$ cat src/core/bridge_pkg.sv
// bridge_pkg: register offsets, field positions, reset values and timing
// counts for the controller-to-internal-bus bridge.
// assumes a single 250 MHz controller clock.
package bridge_pkg;
  // register offsets (byte addresses on the plain register port)
  localparam logic [2:0] OFF_OFFSET   = 3'h0;
  localparam logic [2:0] OFF_DATA     = 3'h1;
  localparam logic [2:0] OFF_LOCK     = 3'h2;
  localparam logic [2:0] OFF_VIOL     = 3'h3;
  localparam logic [2:0] OFF_ENABLE   = 3'h4;
  localparam logic [2:0] OFF_CONTROL  = 3'h5;
  // target-select bit positions
  localparam int BIT_CFG_AE  = 0;
  localparam int BIT_CLK_AE  = 1;
  localparam int BIT_WAKE_AE = 2;
  // control bit positions
  localparam int BIT_GLOBAL_EN = 0;
  localparam int BIT_RD_START  = 1;
  localparam int BIT_WR_PEND   = 2;
  localparam int BIT_CLK_RST   = 3;
  // lock and violation bit positions
  localparam int BIT_LOCK_CFG = 0;
  localparam int BIT_LOCK_CLK = 1;
  // reset values
  localparam logic [7:0] RST_BYTE = 8'h00;
  // clock-module register pair index bases
  localparam logic [7:0] CLK_PAIR_LO = 8'h70;
  localparam logic [7:0] CLK_PAIR_HI = 8'h72;
  // timing
  localparam int CLK_PERIOD_PS     = 4000;
  localparam int RST_PULSE_NS      = 16;
  localparam int RST_PULSE_CYCLES  = (RST_PULSE_NS * 1000 + CLK_PERIOD_PS - 1) / CLK_PERIOD_PS;
  localparam int CNT_W             = 4;
  // bridge cycle states
  typedef enum logic [1:0] {
    ST_IDLE  = 2'b00,
    ST_WAIT  = 2'b01,
    ST_BUSY  = 2'b10
  } bridge_state_e;
endpackage

$ cat src/core/host_module_indirect_bridge.sv
// host_module_indirect_bridge: controller-side bridge onto the internal host bus,
// with lock and violation registers for host access.
// assumes the internal bus targets answer with a one-cycle ack on clk, and that
// host bus requests and host lock-violation events arrive synchronous to clk.
`timescale 1ns/1ps
`default_nettype none
module host_module_indirect_bridge
  import bridge_pkg::*;
(
  input  wire logic       clk,
  input  wire logic       rst_n,
  // register port
  input  wire logic [2:0] reg_addr,
  input  wire logic [7:0] reg_wdata,
  input  wire logic       reg_wr,
  input  wire logic       reg_rd,
  output logic      [7:0] reg_rdata,
  // internal bus, controller side
  output logic            ibus_req,
  output logic            ibus_we,
  output logic      [2:0] ibus_sel,
  output logic      [7:0] ibus_addr,
  output logic      [7:0] ibus_wdata,
  input  wire logic [7:0] ibus_rdata,
  input  wire logic       ibus_ack,
  // host side of the arbiter
  input  wire logic       host_req,
  input  wire logic       host_done,
  output logic            host_grant,
  // host accesses that hit a module, for lock checking
  input  wire logic       host_cfg_access,
  input  wire logic       host_clk_access,
  output logic      [1:0] host_lock,
  // reset pulse into the clock module
  output logic            clk_module_reset
);

  logic [7:0]    indirect_offset_reg;
  logic [7:0]    indirect_data_reg;
  logic [1:0]    host_lock_register;
  logic [1:0]    lock_violation_flags;
  logic [2:0]    target_module_access_enable;
  logic          bridge_global_enable;
  logic          read_cycle_start_pending;
  logic          write_cycle_pending;
  logic          clock_module_reset_pulse;
  logic [CNT_W-1:0] rst_cnt;
  bridge_state_e state;
  bridge_state_e next_state;
  logic          host_owns;

  // cycle walk, counted from the register write edge c0:
  //   c1 pending bit set, c2 state busy, c3 request on the bus
  //   ack at cn, then at cn+1 pending clear and request dropped
  // a read also lands the returned byte in the data register at cn+1
  // firmware polls the pending bits; this block never stalls the port
  // hazard: a data write while a cycle pends is dropped, so the bus
  //   never sees a byte that changed mid-cycle
  // hazard: a host grant and a bridge data write in one cycle go to the
  //   bridge, which keeps first-come fair at the tie
  // limitation: an illegal target mix simply never reaches the bus;
  //   the data byte is still stored so firmware can read it back
  // trade-off: all bus outputs are flops, one cycle of latency for
  //   clean timing towards the host-side modules
  // the clock reset pulse is counted on clk, so its width tracks the clock

  // exactly one target bit set
  function automatic logic one_hot3(input logic [2:0] v);
    one_hot3 = (v == 3'b001) || (v == 3'b010) || (v == 3'b100);
  endfunction

  // register-port write decode, shared by the data, violation and control strobes
  function automatic logic reg_write_hit(input logic       wr,
                                         input logic [2:0] addr,
                                         input logic [2:0] off);
    reg_write_hit = wr && (addr == off);
  endfunction

  // clock target: offset bit 1 picks the pair, bit 0 the index or data port
  function automatic logic [7:0] clk_pair_addr(input logic [7:0] off);
    clk_pair_addr = (off[1] ? CLK_PAIR_HI : CLK_PAIR_LO) | {7'h00, off[0]};
  endfunction

  // a write to the data register or a 1 to the read bit asks for a cycle
  logic wr_data_hit;
  logic wr_ctl_hit;
  logic cycle_ok;
  assign wr_data_hit = reg_write_hit(reg_wr, reg_addr, OFF_DATA);
  assign wr_ctl_hit  = reg_write_hit(reg_wr, reg_addr, OFF_CONTROL);
  assign cycle_ok    = bridge_global_enable && one_hot3(target_module_access_enable);

  // plain read/write registers
  always_ff @(posedge clk or negedge rst_n) begin
    if (!rst_n) begin
      indirect_offset_reg         <= RST_BYTE;
      host_lock_register          <= 2'b00;
      target_module_access_enable <= 3'b000;
      bridge_global_enable        <= 1'b0;
    end else if (reg_wr) begin
      case (reg_addr)
        OFF_OFFSET:  indirect_offset_reg <= reg_wdata;
        OFF_LOCK:    host_lock_register  <= reg_wdata[1:0];
        OFF_ENABLE:  target_module_access_enable <= reg_wdata[2:0];
        OFF_CONTROL: bridge_global_enable <= reg_wdata[BIT_GLOBAL_EN];
        default: ;
      endcase
    end
  end

  // violation flags: a host hit on a locked module wins over the clear
  always_ff @(posedge clk or negedge rst_n) begin
    if (!rst_n) begin
      lock_violation_flags <= 2'b00;
    end else begin
      for (int i = 0; i < 2; i++) begin
        if ((i == BIT_LOCK_CFG ? host_cfg_access : host_clk_access) && host_lock_register[i])
          lock_violation_flags[i] <= 1'b1;
        else if (reg_write_hit(reg_wr, reg_addr, OFF_VIOL) && reg_wdata[i])
          lock_violation_flags[i] <= 1'b0;
      end
    end
  end

  // first-come host ownership; a bridge data write in the same cycle wins
  always_ff @(posedge clk or negedge rst_n) begin
    if (!rst_n) begin
      host_owns <= 1'b0;
    end else if (!host_owns && host_req && state == ST_IDLE
                 && !(wr_data_hit && cycle_ok)) begin
      host_owns <= 1'b1;
    end else if (host_owns && host_done) begin
      host_owns <= 1'b0;
    end
  end

  // next bridge state; a pending cycle parks in wait while the host holds the bus
  always_comb begin
    next_state = state;
    case (state)
      ST_IDLE: begin
        if ((write_cycle_pending || read_cycle_start_pending) && cycle_ok) begin
          next_state = host_owns ? ST_WAIT : ST_BUSY;
        end
      end
      ST_WAIT: begin
        if (!host_owns) begin
          next_state = ST_BUSY;
        end
      end
      ST_BUSY: begin
        if (ibus_ack) begin
          next_state = ST_IDLE;
        end
      end
      default: next_state = ST_IDLE;
    endcase
  end

  // bridge cycle state register
  always_ff @(posedge clk or negedge rst_n) begin
    if (!rst_n) begin
      state <= ST_IDLE;
    end else begin
      state <= next_state;
    end
  end

  // data register and the two pending bits
  always_ff @(posedge clk or negedge rst_n) begin
    if (!rst_n) begin
      indirect_data_reg        <= RST_BYTE;
      write_cycle_pending      <= 1'b0;
      read_cycle_start_pending <= 1'b0;
    end else begin
      if (wr_data_hit && !write_cycle_pending && !read_cycle_start_pending) begin
        indirect_data_reg   <= reg_wdata;
        write_cycle_pending <= cycle_ok;
      end else if (state == ST_BUSY && ibus_ack && write_cycle_pending) begin
        write_cycle_pending <= 1'b0;
      end
      if (state == ST_BUSY && ibus_ack && read_cycle_start_pending) begin
        indirect_data_reg        <= ibus_rdata;
        read_cycle_start_pending <= 1'b0;
      end else if (wr_ctl_hit && reg_wdata[BIT_RD_START] && cycle_ok && !write_cycle_pending) begin
        read_cycle_start_pending <= 1'b1;
      end
    end
  end

  // clock-module reset pulse; writing 0 leaves it alone
  always_ff @(posedge clk or negedge rst_n) begin
    if (!rst_n) begin
      clock_module_reset_pulse <= 1'b0;
      rst_cnt                  <= '0;
    end else if (clock_module_reset_pulse) begin
      if (rst_cnt == CNT_W'(RST_PULSE_CYCLES - 1))
        clock_module_reset_pulse <= 1'b0;
      rst_cnt <= rst_cnt + 1'b1;
    end else if (wr_ctl_hit && reg_wdata[BIT_CLK_RST]) begin
      clock_module_reset_pulse <= 1'b1;
      rst_cnt                  <= '0;
    end
  end

  // request lives in busy and drops the edge after ack
  always_ff @(posedge clk or negedge rst_n) begin
    if (!rst_n) begin
      ibus_req <= 1'b0;
      ibus_we  <= 1'b0;
    end else begin
      ibus_req <= (state == ST_BUSY) && !ibus_ack;
      ibus_we  <= write_cycle_pending;
    end
  end

  // target select follows the enable register
  always_ff @(posedge clk or negedge rst_n) begin
    if (!rst_n) begin
      ibus_sel <= 3'b000;
    end else begin
      ibus_sel <= target_module_access_enable;
    end
  end

  // address from the held offset; clock target folds onto its index pairs
  always_ff @(posedge clk or negedge rst_n) begin
    if (!rst_n) begin
      ibus_addr <= RST_BYTE;
    end else if (target_module_access_enable[BIT_CLK_AE]) begin
      ibus_addr <= clk_pair_addr(indirect_offset_reg);
    end else begin
      ibus_addr <= indirect_offset_reg;
    end
  end

  // write data straight from the data register
  always_ff @(posedge clk or negedge rst_n) begin
    if (!rst_n) begin
      ibus_wdata <= RST_BYTE;
    end else begin
      ibus_wdata <= indirect_data_reg;
    end
  end

  // side outputs, registered so every pin comes from a flop
  always_ff @(posedge clk or negedge rst_n) begin
    if (!rst_n) begin
      host_grant       <= 1'b0;
      host_lock        <= 2'b00;
      clk_module_reset <= 1'b0;
    end else begin
      host_grant       <= host_owns;
      host_lock        <= host_lock_register;
      clk_module_reset <= clock_module_reset_pulse;
    end
  end

  // read data, one cycle after the strobe, zero otherwise
  always_ff @(posedge clk or negedge rst_n) begin
    if (!rst_n) begin
      reg_rdata <= RST_BYTE;
    end else begin
      reg_rdata <= RST_BYTE;
      if (reg_rd) begin
        case (reg_addr)
          OFF_OFFSET:  reg_rdata <= indirect_offset_reg;
          OFF_DATA:    reg_rdata <= indirect_data_reg;
          OFF_LOCK:    reg_rdata <= {6'h00, host_lock_register};
          OFF_VIOL:    reg_rdata <= {6'h00, lock_violation_flags};
          OFF_ENABLE:  reg_rdata <= {5'h00, target_module_access_enable};
          OFF_CONTROL: reg_rdata <= {4'h0, clock_module_reset_pulse, write_cycle_pending,
                                     read_cycle_start_pending, bridge_global_enable};
          default:     reg_rdata <= RST_BYTE;
        endcase
      end
    end
  end

endmodule // host_module_indirect_bridge
`default_nettype wire

$ cat config.mk
export PLATFORM = sky130hd
export DESIGN_NAME = host_module_indirect_bridge
export DESIGN_NICKNAME = d
export VERILOG_FILES = /design/src/core/bridge_pkg.sv /design/src/core/host_module_indirect_bridge.sv
export SDC_FILE = /design/constraint.sdc
export NUM_CORES = 1
export LEC_CHECK = 0
export BUFFER_PORTS_ARGS = -buffer_cell sky130_fd_sc_hd__buf_2
export CAP_MARGIN = 20
export CORE_ASPECT_RATIO = 0.5
export CORE_UTILIZATION = 50
export CTS_CLUSTER_SIZE = 12
export DETAILED_ROUTE_END_ITERATION = 16
export MAX_ROUTING_LAYER = met4
export PLACE_DENSITY_LB_ADDON = 0.25
export REMOVE_ABC_BUFFERS = 1
export SKIP_CTS_REPAIR_TIMING = 1
export SYNTH_ARGS = -nofsm -noshare
export SYNTH_HDL_FRONTEND = slang
export SYNTH_SLANG_ARGS = --single-unit
$ cat constraint.sdc
create_clock -name clk -period 2.1 [get_ports clk]
set_input_delay 0.21 -clock clk [delete_from_list [all_inputs] [get_ports clk]]
set_output_delay 0.21 -clock clk [all_outputs]
set_load 0.02 [all_outputs]
# After elaboration in Yosys (flattened, before gate mapping)
# Index checks and enable logic that the tools add are counted.
# Widths: inputs -> output; s select.
# word_totals
reg_bits,67
output_inout_bits,33
wordCells,110
# op_classes
n_addsub,1
n_eq_ne,14
mux,26
n_bitwise,1
reduce_logical,46
# ops
op,n
$pmux 8 s6,1
$mux 8,4
$logic_and 1x1->1,24
$reduce_bool 2->1,7
$mux 1,13
$mux 2,5
$eq 3x2->1 const B,3
$eq 3x3->1 const B,3
$mux 4,2
$reduce_and 2->1,4
$or 7x1->7,1
$eq 3x1->1 const B,2
$pmux 2 s3,1
$logic_not 1->1,5
$add 4x1->4 const B,1
$eq 4x2->1 const B,1
$ne 2x2->1 const B,2
$logic_not 3->1,1
$logic_or 1x1->1,3
$reduce_and 3->1,1
$eq 2x1->1 const B,1
$eq 2x2->1 const B,1
$logic_not 2->1,1
$ne 2x1->1 const B,1

# Logic depth before layout (Yosys ltp)
# Gate-level depths: netlist of run 1.
# logic_depth
word_depth,8
depth_mapped,5

# Worst setup path before layout of run 1
# OpenSTA, ideal clock, no wires.
# synth_path
path_type,reg-to-reg
startpoint,register target_module_access_enable[1]
endpoint,register reg_rdata[1]
t_arrival_ps,1224
setup_slack_ps,758
path_stages_with_launch,5
synth_period_minus_slack_ps,1342
cell_sequence,dfrtp_1 buf_2 mux4_2 nor2b_1 o21a_1
# synth_between
elab_chain_len,2
# synth_lines
item,line_no,source
"start, declared",host_module_indirect_bridge.sv:42,logic [2:0] target_module_access_enable;
"start signal, assigned",host_module_indirect_bridge.sv:103,OFF_ENABLE: target_module_access_enable <= reg_wdata[2:0];
$pmux 8 s6,host_module_indirect_bridge.sv:265,case (reg_addr)
$mux 8,host_module_indirect_bridge.sv:264,if (reg_rd) begin
"end signal, assigned",host_module_indirect_bridge.sv:266,OFF_OFFSET: reg_rdata <= indirect_offset_reg;
"end signal, assigned",host_module_indirect_bridge.sv:267,OFF_DATA: reg_rdata <= indirect_data_reg;
"end signal, assigned",host_module_indirect_bridge.sv:268,"OFF_LOCK: reg_rdata <= {6'h00, host_lock_register};"
"end, declared",host_module_indirect_bridge.sv:17,"output logic [7:0] reg_rdata,"
# Every way passes these cells.
# A chain may end at the register's enable or synchronous reset.

# Worst setup path in the final report of run 1
# layout_path
startpoint,register target_module_access_enable[1]
endpoint,register state[0]
# layout_between
elab_chain_len,7
elab_cells_between_ends,9
cone_classes,4 x eq/ne; 5 x reduce/logical
# layout_lines
item,line_no,source
$eq 3x1->1 or $eq 3x2->1 (tied branches),host_module_indirect_bridge.sv:69,one_hot3 = (v == 3'b001) || (v == 3'b010) || (v == 3'b100);
$logic_or 1x1->1,host_module_indirect_bridge.sv:69,
$logic_or 1x1->1 *,host_module_indirect_bridge.sv:69,
$logic_and 1x1->1 *,host_module_indirect_bridge.sv:90,assign cycle_ok = bridge_global_enable && one_hot3(target_module_access_enable);
$logic_and 1x1->1 *,host_module_indirect_bridge.sv:141,if ((write_cycle_pending || read_cycle_start_pending) && cycle_ok) begin
$ne 2x1->1 (no line) *,-,
$reduce_and 3->1 (no line) *,-,
"end signal, assigned",host_module_indirect_bridge.sv:164,state <= next_state;
"end, declared",host_module_indirect_bridge.sv:48,bridge_state_e state;
# Mark *: on every way between the ends. The rest lies on a longest branch, timed or not.

==> results of run 1 <==
[metrics by stage]
step	setup WS, ps	hold slack, ps	std cells
4_1_cts	557	-177	334
6_report	593	55.5	335
3_5_place_dp	402	198	318
3_3_place_gp	432	187	318
2_1_floorplan	730	-85.6	185
5_1_grt	450	47.2	335
[power breakdown]
part           switching [W]  internal [W]
combinational       0.000585      0.000446
sequential          0.000266       0.00168
clock               0.000466      0.000641
total                0.00132       0.00277
[per-layer routing]
metal	GRT usage	wire [microns]
met4	0.0986	95
met2	0.343	2460
met1	0.288	2520
met5	-	0
met3	0.0727	367
[cell usage after synthesis, types with 3 or more instances]
library cell  instances  area, sq um
a221o_1               4         40.0
o21ai_0               3         15.0
and2_1                4         25.0
nor2_1                9         33.8
inv_1                 6         22.5
nor2b_1               6         37.5
a21oi_1               5         25.0
nand3_1               4         20.0
a22o_1                5         43.8
buf_2                 4         20.0
dfrtp_1              67         1680
mux2i_1               7         70.1
o32ai_1               4         35.0
nor3b_1               4         30.0
or2_2                 4         25.0
mux2_2               16          180
nand2_1               4         15.0
[path summary, 6_finish.rpt]
check                                                      startpoint                      end  cells past startpoint
max                        target_module_access_enable[1]$_DFFE_PN0P_     state[0]$_DFFE_PN0P_                      3
min                                                         host_done    host_owns$_DFFE_PN0P_                      2
max reg2reg                target_module_access_enable[1]$_DFFE_PN0P_     state[0]$_DFFE_PN0P_                      3
min reg2reg                          indirect_data_reg[7]$_DFFE_PN0P_  ibus_wdata[7]$_DFF_PN0_                      0
max in group asynchronous                                       rst_n   rst_cnt[1]$_DFFE_PN0P_                      3
min in group asynchronous                                       rst_n    ibus_sel[1]$_DFF_PN0_                      2
[logic make-up after synthesis]
kind of cell | Yosys count | share of synthesized area
mux | 25 | 0.111
simple gates | 50 | 0.118
fa+ha+maj | 1 | 0.00472
buf+inv | 13 | 0.0259
xor+xnor | 3 | 0.00991
flops | 67 | 0.632
compound gates | 33 | 0.0976
[final cells by class]
class	count	area (sq um)	area share
clock inverter	4	47.5	0.0147
clock buffer	12	165	0.0510
inverter	6	22.5	0.00695
sequential	67	1680	0.518
multi-input combinational	112	907	0.280
timing repair buffer	64	333	0.103
tap	70	87.6	0.0270
==> results.md, run 1 <==
- Max cap viols: 0
- Endpoints failing setup: 0
- Fin crit share: 0.717
- Dpl hpwl: 3870 microns
- CP peak stage delay: 530 ps
- Port Buf Inserts: 60
- Largest net degree at the start of global routing: 26
- Number of routed nets with antenna violations: 0
- Worst-path maximum fanout: 11
- Clk_skew: 7.75 ps
- Ys Warns: 0
- GRT Util Overall: 0.228
- Reg clk slew, reported paths: 70 ps
- Total Wirelength: 5440 microns
- Layout cells sized above 1: 0.396
- DR WL/cell: 16.2 microns
- Pwr Density: 1260 nW/um^2
- Buf+Inv Stages, Crit Path: 0
- Grt total ovfl: 0
- Ys flop type: dfrtp_1
- DR iter-0 viols: 84
- Final TNS setup: 0 ps
- Clock period minus worst slack: 1510 ps
- Worst path top cell family by delay: compound AO/OA/AOI/OAI gates
- Util after Layout: 0.645
- Initial core utilization: 0.528
- HP Class: input port to flip-flop
- CTS Buf Count: 9
- Drt pass-1 iters: 4
- Num Clock Sinks: 67
- Worst EP arrival: 1730 ps
- Skew-Pair Late Insertion Delay: 340 ps
- Ys async rst share: 1.00
- Area growth syn-to-layout: 22.1%
- Die ar.: 5620 sq um
- Tot Pwr: 0.00408 W
- Crit-path slowest cell: dfrtp_1
- RSZ-0062 raised after global routing: no
- CTS root buffer: clkbuf_8
- Row count: 18
- Worst Tran Pin Value: 490 ps
- Commonest non-fill, non-tap cell in the layout: dfrtp_1
- Syn Inst Count: 192
- Library cells used by synthesis: 45
- Startpoint Class: flip-flop
- Gpl congestion: 0.773
- Die Ht: 53.5 microns
- Max_slew headroom: 0.673
- H-Tree Depth: 3
- Critical-path cell list: o21ai_0, o211ai_1, o41ai_2
- Die X: 105 microns
- Fillers: 397
- Post-route DRC violation count: 0
- Leak: 1.56 nW
- Most frequent cells in the layout: dfrtp_1 (67), buf_2 (60), mux2_2 (16)
- DP Area: 3020 sq um
- Vias in the first global route: 1,710
- Outcome: finished, final reports clean
- CTS tree: built
- R2R setup slack: 590 ps
- CTS max path bufs: 2
- Fin. max-slew vios: 0
- Synthesized cell area: 2650 sq um
- Vias per Instance: 5.34
- Final #Nets: 289
- Worst setup path class: flip-flop to flip-flop
- Detailed-route via count: 1,789
- VDD IR max: 501 uV
- F_max: 664 MHz
- First-pass GRT wire length: 8680 microns
- Mean post-synth cell area: 13.8 sq um
- Register bit total from synthesis: 67
- CP Data Required Time: 2330 ps
- Core region area: 5020 sq um
- CP endpoint kind: flip-flop
- N_diodes: 0
- Design area: 3240 sq um
- Antenna violations before repair: 0
- I/O Pins: 61
- Final Hold Violating Endpoints: 0
- Number of enable flip-flop cells after synthesis: 0
- Seq/Total Area, Yosys: 0.632
(Power assumes the default switching activity.)
==> run 2, diff against run 1 <==
==> constraint.sdc (replaced) <==
create_clock -name clk -period 1.4 [get_ports clk]
set_input_delay 0.14 -clock clk [delete_from_list [all_inputs] [get_ports clk]]
set_output_delay 0.14 -clock clk [all_outputs]
set_load 0.02 [all_outputs]
==> results.md, run 2 (synthesis gave the netlist of run 1 again) <==
- Outcome: finished, final reports clean
- Vias in the first global route: 1,754
- CP endpoint kind: flip-flop
- N_diodes: 0
- Die Ht: 53.5 microns
- Final worst slack: 53.5 ps
- Die X: 105 microns
- Detailed-route via count: 1,834
- Gpl congestion: 0.828
- Fin. max-slew vios: 0
- Dpl ws: 53.0 ps
- Clock period minus worst slack: 1350 ps
- Area growth syn-to-layout: 29.8%
- Grt total ovfl: 0
- Multi-input gate area: 910 sq um
- Core region area: 5020 sq um
- Row count: 18
- VDD IR max: 890 uV
- Endpoints failing setup: 0
- Fin crit share: 0.962
- RSZ-0062 raised after global routing: no
- First-pass GRT wire length: 8870 microns
- Max_slew headroom: 0.679
- HP Class: input port to flip-flop
- Critical path destination: read_cycle_start_pending$_DFFE_PN0P_
- Die ar.: 5620 sq um
- GRT Util Overall: 0.231
- Antenna violations before repair: 0
- Most frequent cells in the layout: dfrtp_1 (67), buf_2 (60), buf_4 (18)
- CTS tree: built
- Commonest non-fill, non-tap cell in the layout: dfrtp_1
- Leak: 1.66 nW
- I/O Pins: 61
- CTS max path bufs: 2
- Dpl hpwl: 4010 microns
- CP Data Required Time: 1610 ps
- Largest net degree at the start of global routing: 24
- Reg clk slew, reported paths: 70 ps
- F_max: 743 MHz
- Startpoint Class: flip-flop
- Final #Nets: 307
- Worst-path maximum fanout: 5
- Register area: 1680 sq um
- Total Wirelength: 5590 microns
- Worst setup path class: flip-flop to flip-flop
- Reg2reg path depth: 3
- Layout Cells excl Fill: 353
- Initial core utilization: 0.528
- Worst Tran Pin Value: 480 ps
- Worst EP arrival: 1550 ps
- Pwr Density: 1900 nW/um^2
- R2R Path End: read_cycle_start_pending$_DFFE_PN0P_
- Worst setup path start: target_module_access_enable[1]$_DFFE_PN0P_
- Port Buf Inserts: 60
- Hold slack final: 28.8 ps
- Final TNS setup: 0 ps
- Max cap viols: 0
- R2R setup slack: 50 ps
- DR WL/cell: 15.8 microns
- Placed cell count: 335
- CTS root buffer: clkbuf_8
- Num Clock Sinks: 67
- H-Tree Depth: 3
- Reg2reg start: target_module_access_enable[1]$_DFFE_PN0P_
- CTS Buf Count: 9
- Skew-Pair Late Insertion Delay: 340 ps
- Drt pass-1 iters: 4
- Clk_skew: 5.27 ps
- Vias per Instance: 5.20
- Number of routed nets with antenna violations: 0
- Post-route DRC violation count: 0
- DR iter-0 viols: 82
- Final Hold Violating Endpoints: 0
- Fillers: 377
- Layout cells sized above 1: 0.435
[run 2: worst min-delay path by stage]
stage	startpoint	to	slack, ps	cells past startpoint
detailed placement	rst_n	ibus_addr[6]$_DFF_PN0_	100	1
CTS	rst_n	ibus_addr[6]$_DFF_PN0_	-270	1
finish	ibus_ack	ibus_req$_DFF_PN0_	30	2
floorplan	rst_n	bridge_global_enable$_DFFE_PN0N_	-160	0
global placement	rst_n	ibus_addr[6]$_DFF_PN0_	100	1
global route	ibus_ack	ibus_req$_DFF_PN0_	20	2
[run 2: critical path: stages (launching register included)]
cell and delay, ps:
dfrtp_1 430, xor2_1 190, o211ai_1 440, o21ai_1 150
[run 2: per-stage QoR]
step | area [sq um] | total power, W | utilization
2_1_floorplan | 2610 | 0.00389 | -
3_3_place_gp | 3170 | 0.00453 | 0.631
3_5_place_dp | 3170 | 0.00459 | 0.631
4_1_cts | 3420 | 0.00657 | 0.681
5_1_grt | 3440 | 0.00689 | 0.685
6_report | 3440 | 0.00653 | 0.685
[run 2: where the power goes]
group	leakage (nW)	internal, W	switching [W]
clock network	0.115	0.00123	0.000730
logic	0.729	0.000756	0.000934
registers	0.817	0.00252	0.000369
[run 2: cell type report]
class	instances	share of cell area
sequential	67	0.487
clock inverter	6	0.0327
inverter	6	0.00654
multi-input combinational	112	0.264
timing repair buffer	82	0.144
clock buffer	10	0.0400
tap	70	0.0254
[run 2: routing by layer]
metal / vias up / GRT usage / part of all wire
li1: 878 / - / -
met1: 898 / 0.300 / 0.47
met2: 48 / 0.331 / 0.46
met3: 10 / 0.0776 / 0.054
met4: 0 / 0.103 / 0.017
met5: - / - / 0
==> run 3, diff against run 2 <==
--- a/config.mk
+++ b/config.mk
@@ -6,15 +6,17 @@
 export NUM_CORES = 1
 export LEC_CHECK = 0
 export BUFFER_PORTS_ARGS = -buffer_cell sky130_fd_sc_hd__buf_2
-export CAP_MARGIN = 20
+export CAP_MARGIN = 25
 export CORE_ASPECT_RATIO = 0.5
 export CORE_UTILIZATION = 50
 export CTS_CLUSTER_SIZE = 12
 export DETAILED_ROUTE_END_ITERATION = 16
 export MAX_ROUTING_LAYER = met4
 export PLACE_DENSITY_LB_ADDON = 0.25
+export RECOVER_POWER = 25
 export REMOVE_ABC_BUFFERS = 1
 export SKIP_CTS_REPAIR_TIMING = 1
+export SLEW_MARGIN = 15
 export SYNTH_ARGS = -nofsm -noshare
 export SYNTH_HDL_FRONTEND = slang
 export SYNTH_SLANG_ARGS = --single-unit
==> results.md, run 3 (synthesis gave the netlist of run 1 again) <==
- Largest net degree at the start of global routing: 24
- Row count: 18
- Most frequent cells in the layout: dfrtp_1 (67), buf_2 (60), mux2_2 (16), buf_4 (16), clkbuf_8 (10)
- Initial core utilization: 0.528
- Fillers: 378
- I/O Pins: 61
- HP Class: input port to flip-flop
- Drt pass-1 iters: 4
- First-pass GRT wire length: 8870 microns
- Final TNS setup: 0 ps
- CP peak stage delay: 490 ps
- Final #Nets: 307
- Number of routed nets with antenna violations: 0
- Area growth syn-to-layout: 28.9%
- Hold slack final: 29.0 ps
- Num Clock Sinks: 67
- Reg clk slew, reported paths: 70 ps
- Fin crit share: 0.958
- CTS root buffer: clkbuf_8
- CP Data Required Time: 1640 ps
- Fin. max-slew vios: 0
- Clk_skew: 4.44 ps
- Skew-Pair Late Insertion Delay: 340 ps
- N_diodes: 0
- Vias in the first global route: 1,754
- Util after Layout: 0.681
- Worst setup path class: flip-flop to flip-flop
- Die Ht: 53.5 microns
- Detailed-route via count: 1,837
- Port Buf Inserts: 60
- Endpoints failing setup: 0
- CP endpoint kind: flip-flop
- Gpl congestion: 0.828
- Grt total ovfl: 0
- Core region area: 5020 sq um
- Die ar.: 5620 sq um
- Antenna violations before repair: 0
- DR WL/cell: 15.8 microns
- Final Hold Violating Endpoints: 0
- Post-route DRC violation count: 0
- Clock period minus worst slack: 1340 ps
- RSZ-0062 raised after global routing: no
- Startpoint Class: flip-flop
- VDD IR max: 891 uV
- Max_slew headroom: 0.653
- Worst Tran Pin Value: 521 ps
- F_max: 746 MHz
- Critical-path cell list: mux4_2, nor2b_1, o21a_1
- GRT Util Overall: 0.231
- CTS max path bufs: 2
- Pwr Density: 1910 nW/um^2
- Max cap viols: 0
- Worst EP arrival: 1580 ps
- Crit-path slowest cell: mux4_2
- Commonest non-fill, non-tap cell in the layout: dfrtp_1
- Dpl hpwl: 4010 microns
- Worst-path maximum fanout: 6
- Total Wirelength: 5590 microns
- Vias per Instance: 5.20
- H-Tree Depth: 3
- Outcome: finished, final reports clean
- DR iter-0 viols: 80
- Leak: 1.65 nW
- CTS Buf Count: 9
- CTS tree: built
- Layout cells sized above 1: 0.428
- Die X: 105 microns
run 3: routing by layer:
layer  up-vias  GRT usage  wire length [microns]
met5         -          -                      0
met4         0      0.103                     81
met3         8     0.0776                    330
met2        54      0.331                   2560
met1       898      0.300                   2620
li1        877          -                      -
run 3: stage by stage:
| stage | std cells | power (W) | instance area, sq um | setup WS, ps |
|---|---|---|---|---|
| after floorplan | 185 | 0.00389 | 2610 | 99.8 |
| after global placement | 335 | 0.00453 | 3170 | 79.7 |
| after detailed placement | 335 | 0.00459 | 3170 | 53.0 |
| after CTS | 351 | 0.00657 | 3420 | 43.5 |
| after global routing | 353 | 0.00687 | 3420 | 1.88 |
| final | 353 | 0.00652 | 3420 | 58.8 |
run 3: layout make-up:
cell class / count / area [sq um] / area share
inverter: 6 / 22.5 / 0.00659
sequential: 67 / 1680 / 0.490
timing repair buffer: 82 / 473 / 0.138
clock inverter: 6 / 113 / 0.0329
multi-input combinational: 112 / 910 / 0.266
clock buffer: 10 / 138 / 0.0402
tap: 70 / 87.6 / 0.0256
run 3: power by group:
group          internal (W)  switching [W]  leakage, nW
clock               0.00123       0.000730        0.115
combinational      0.000737       0.000937        0.716
sequential          0.00252       0.000368        0.817
total               0.00448        0.00203         1.65
run 3: path summary, 6_finish.rpt:
kind	slack [ps]	depth (start not counted)	to	start
hold reg to reg	410	0	ibus_wdata[6]$_DFF_PN0_	indirect_data_reg[6]$_DFFE_PN0P_
setup reg to reg	60	3	reg_rdata[1]$_DFF_PN0_	read_cycle_start_pending$_DFFE_PN0P_
max in group asynchronous	300	3	write_cycle_pending$_DFFE_PN0P_	rst_n
hold / removal	30	2	ibus_req$_DFF_PN0_	ibus_ack
min in group asynchronous	250	2	ibus_addr[6]$_DFF_PN0_	rst_n
setup / recovery	60	3	reg_rdata[1]$_DFF_PN0_	read_cycle_start_pending$_DFFE_PN0P_
run 3: critical path: cells and delay by family, from the launching register on:
family             cells  cell delay (ps)
DFF                    1              440
and+or+nand+nor        1              150
muxes                  1              490
AOI/OAI and AO/OA      1              160
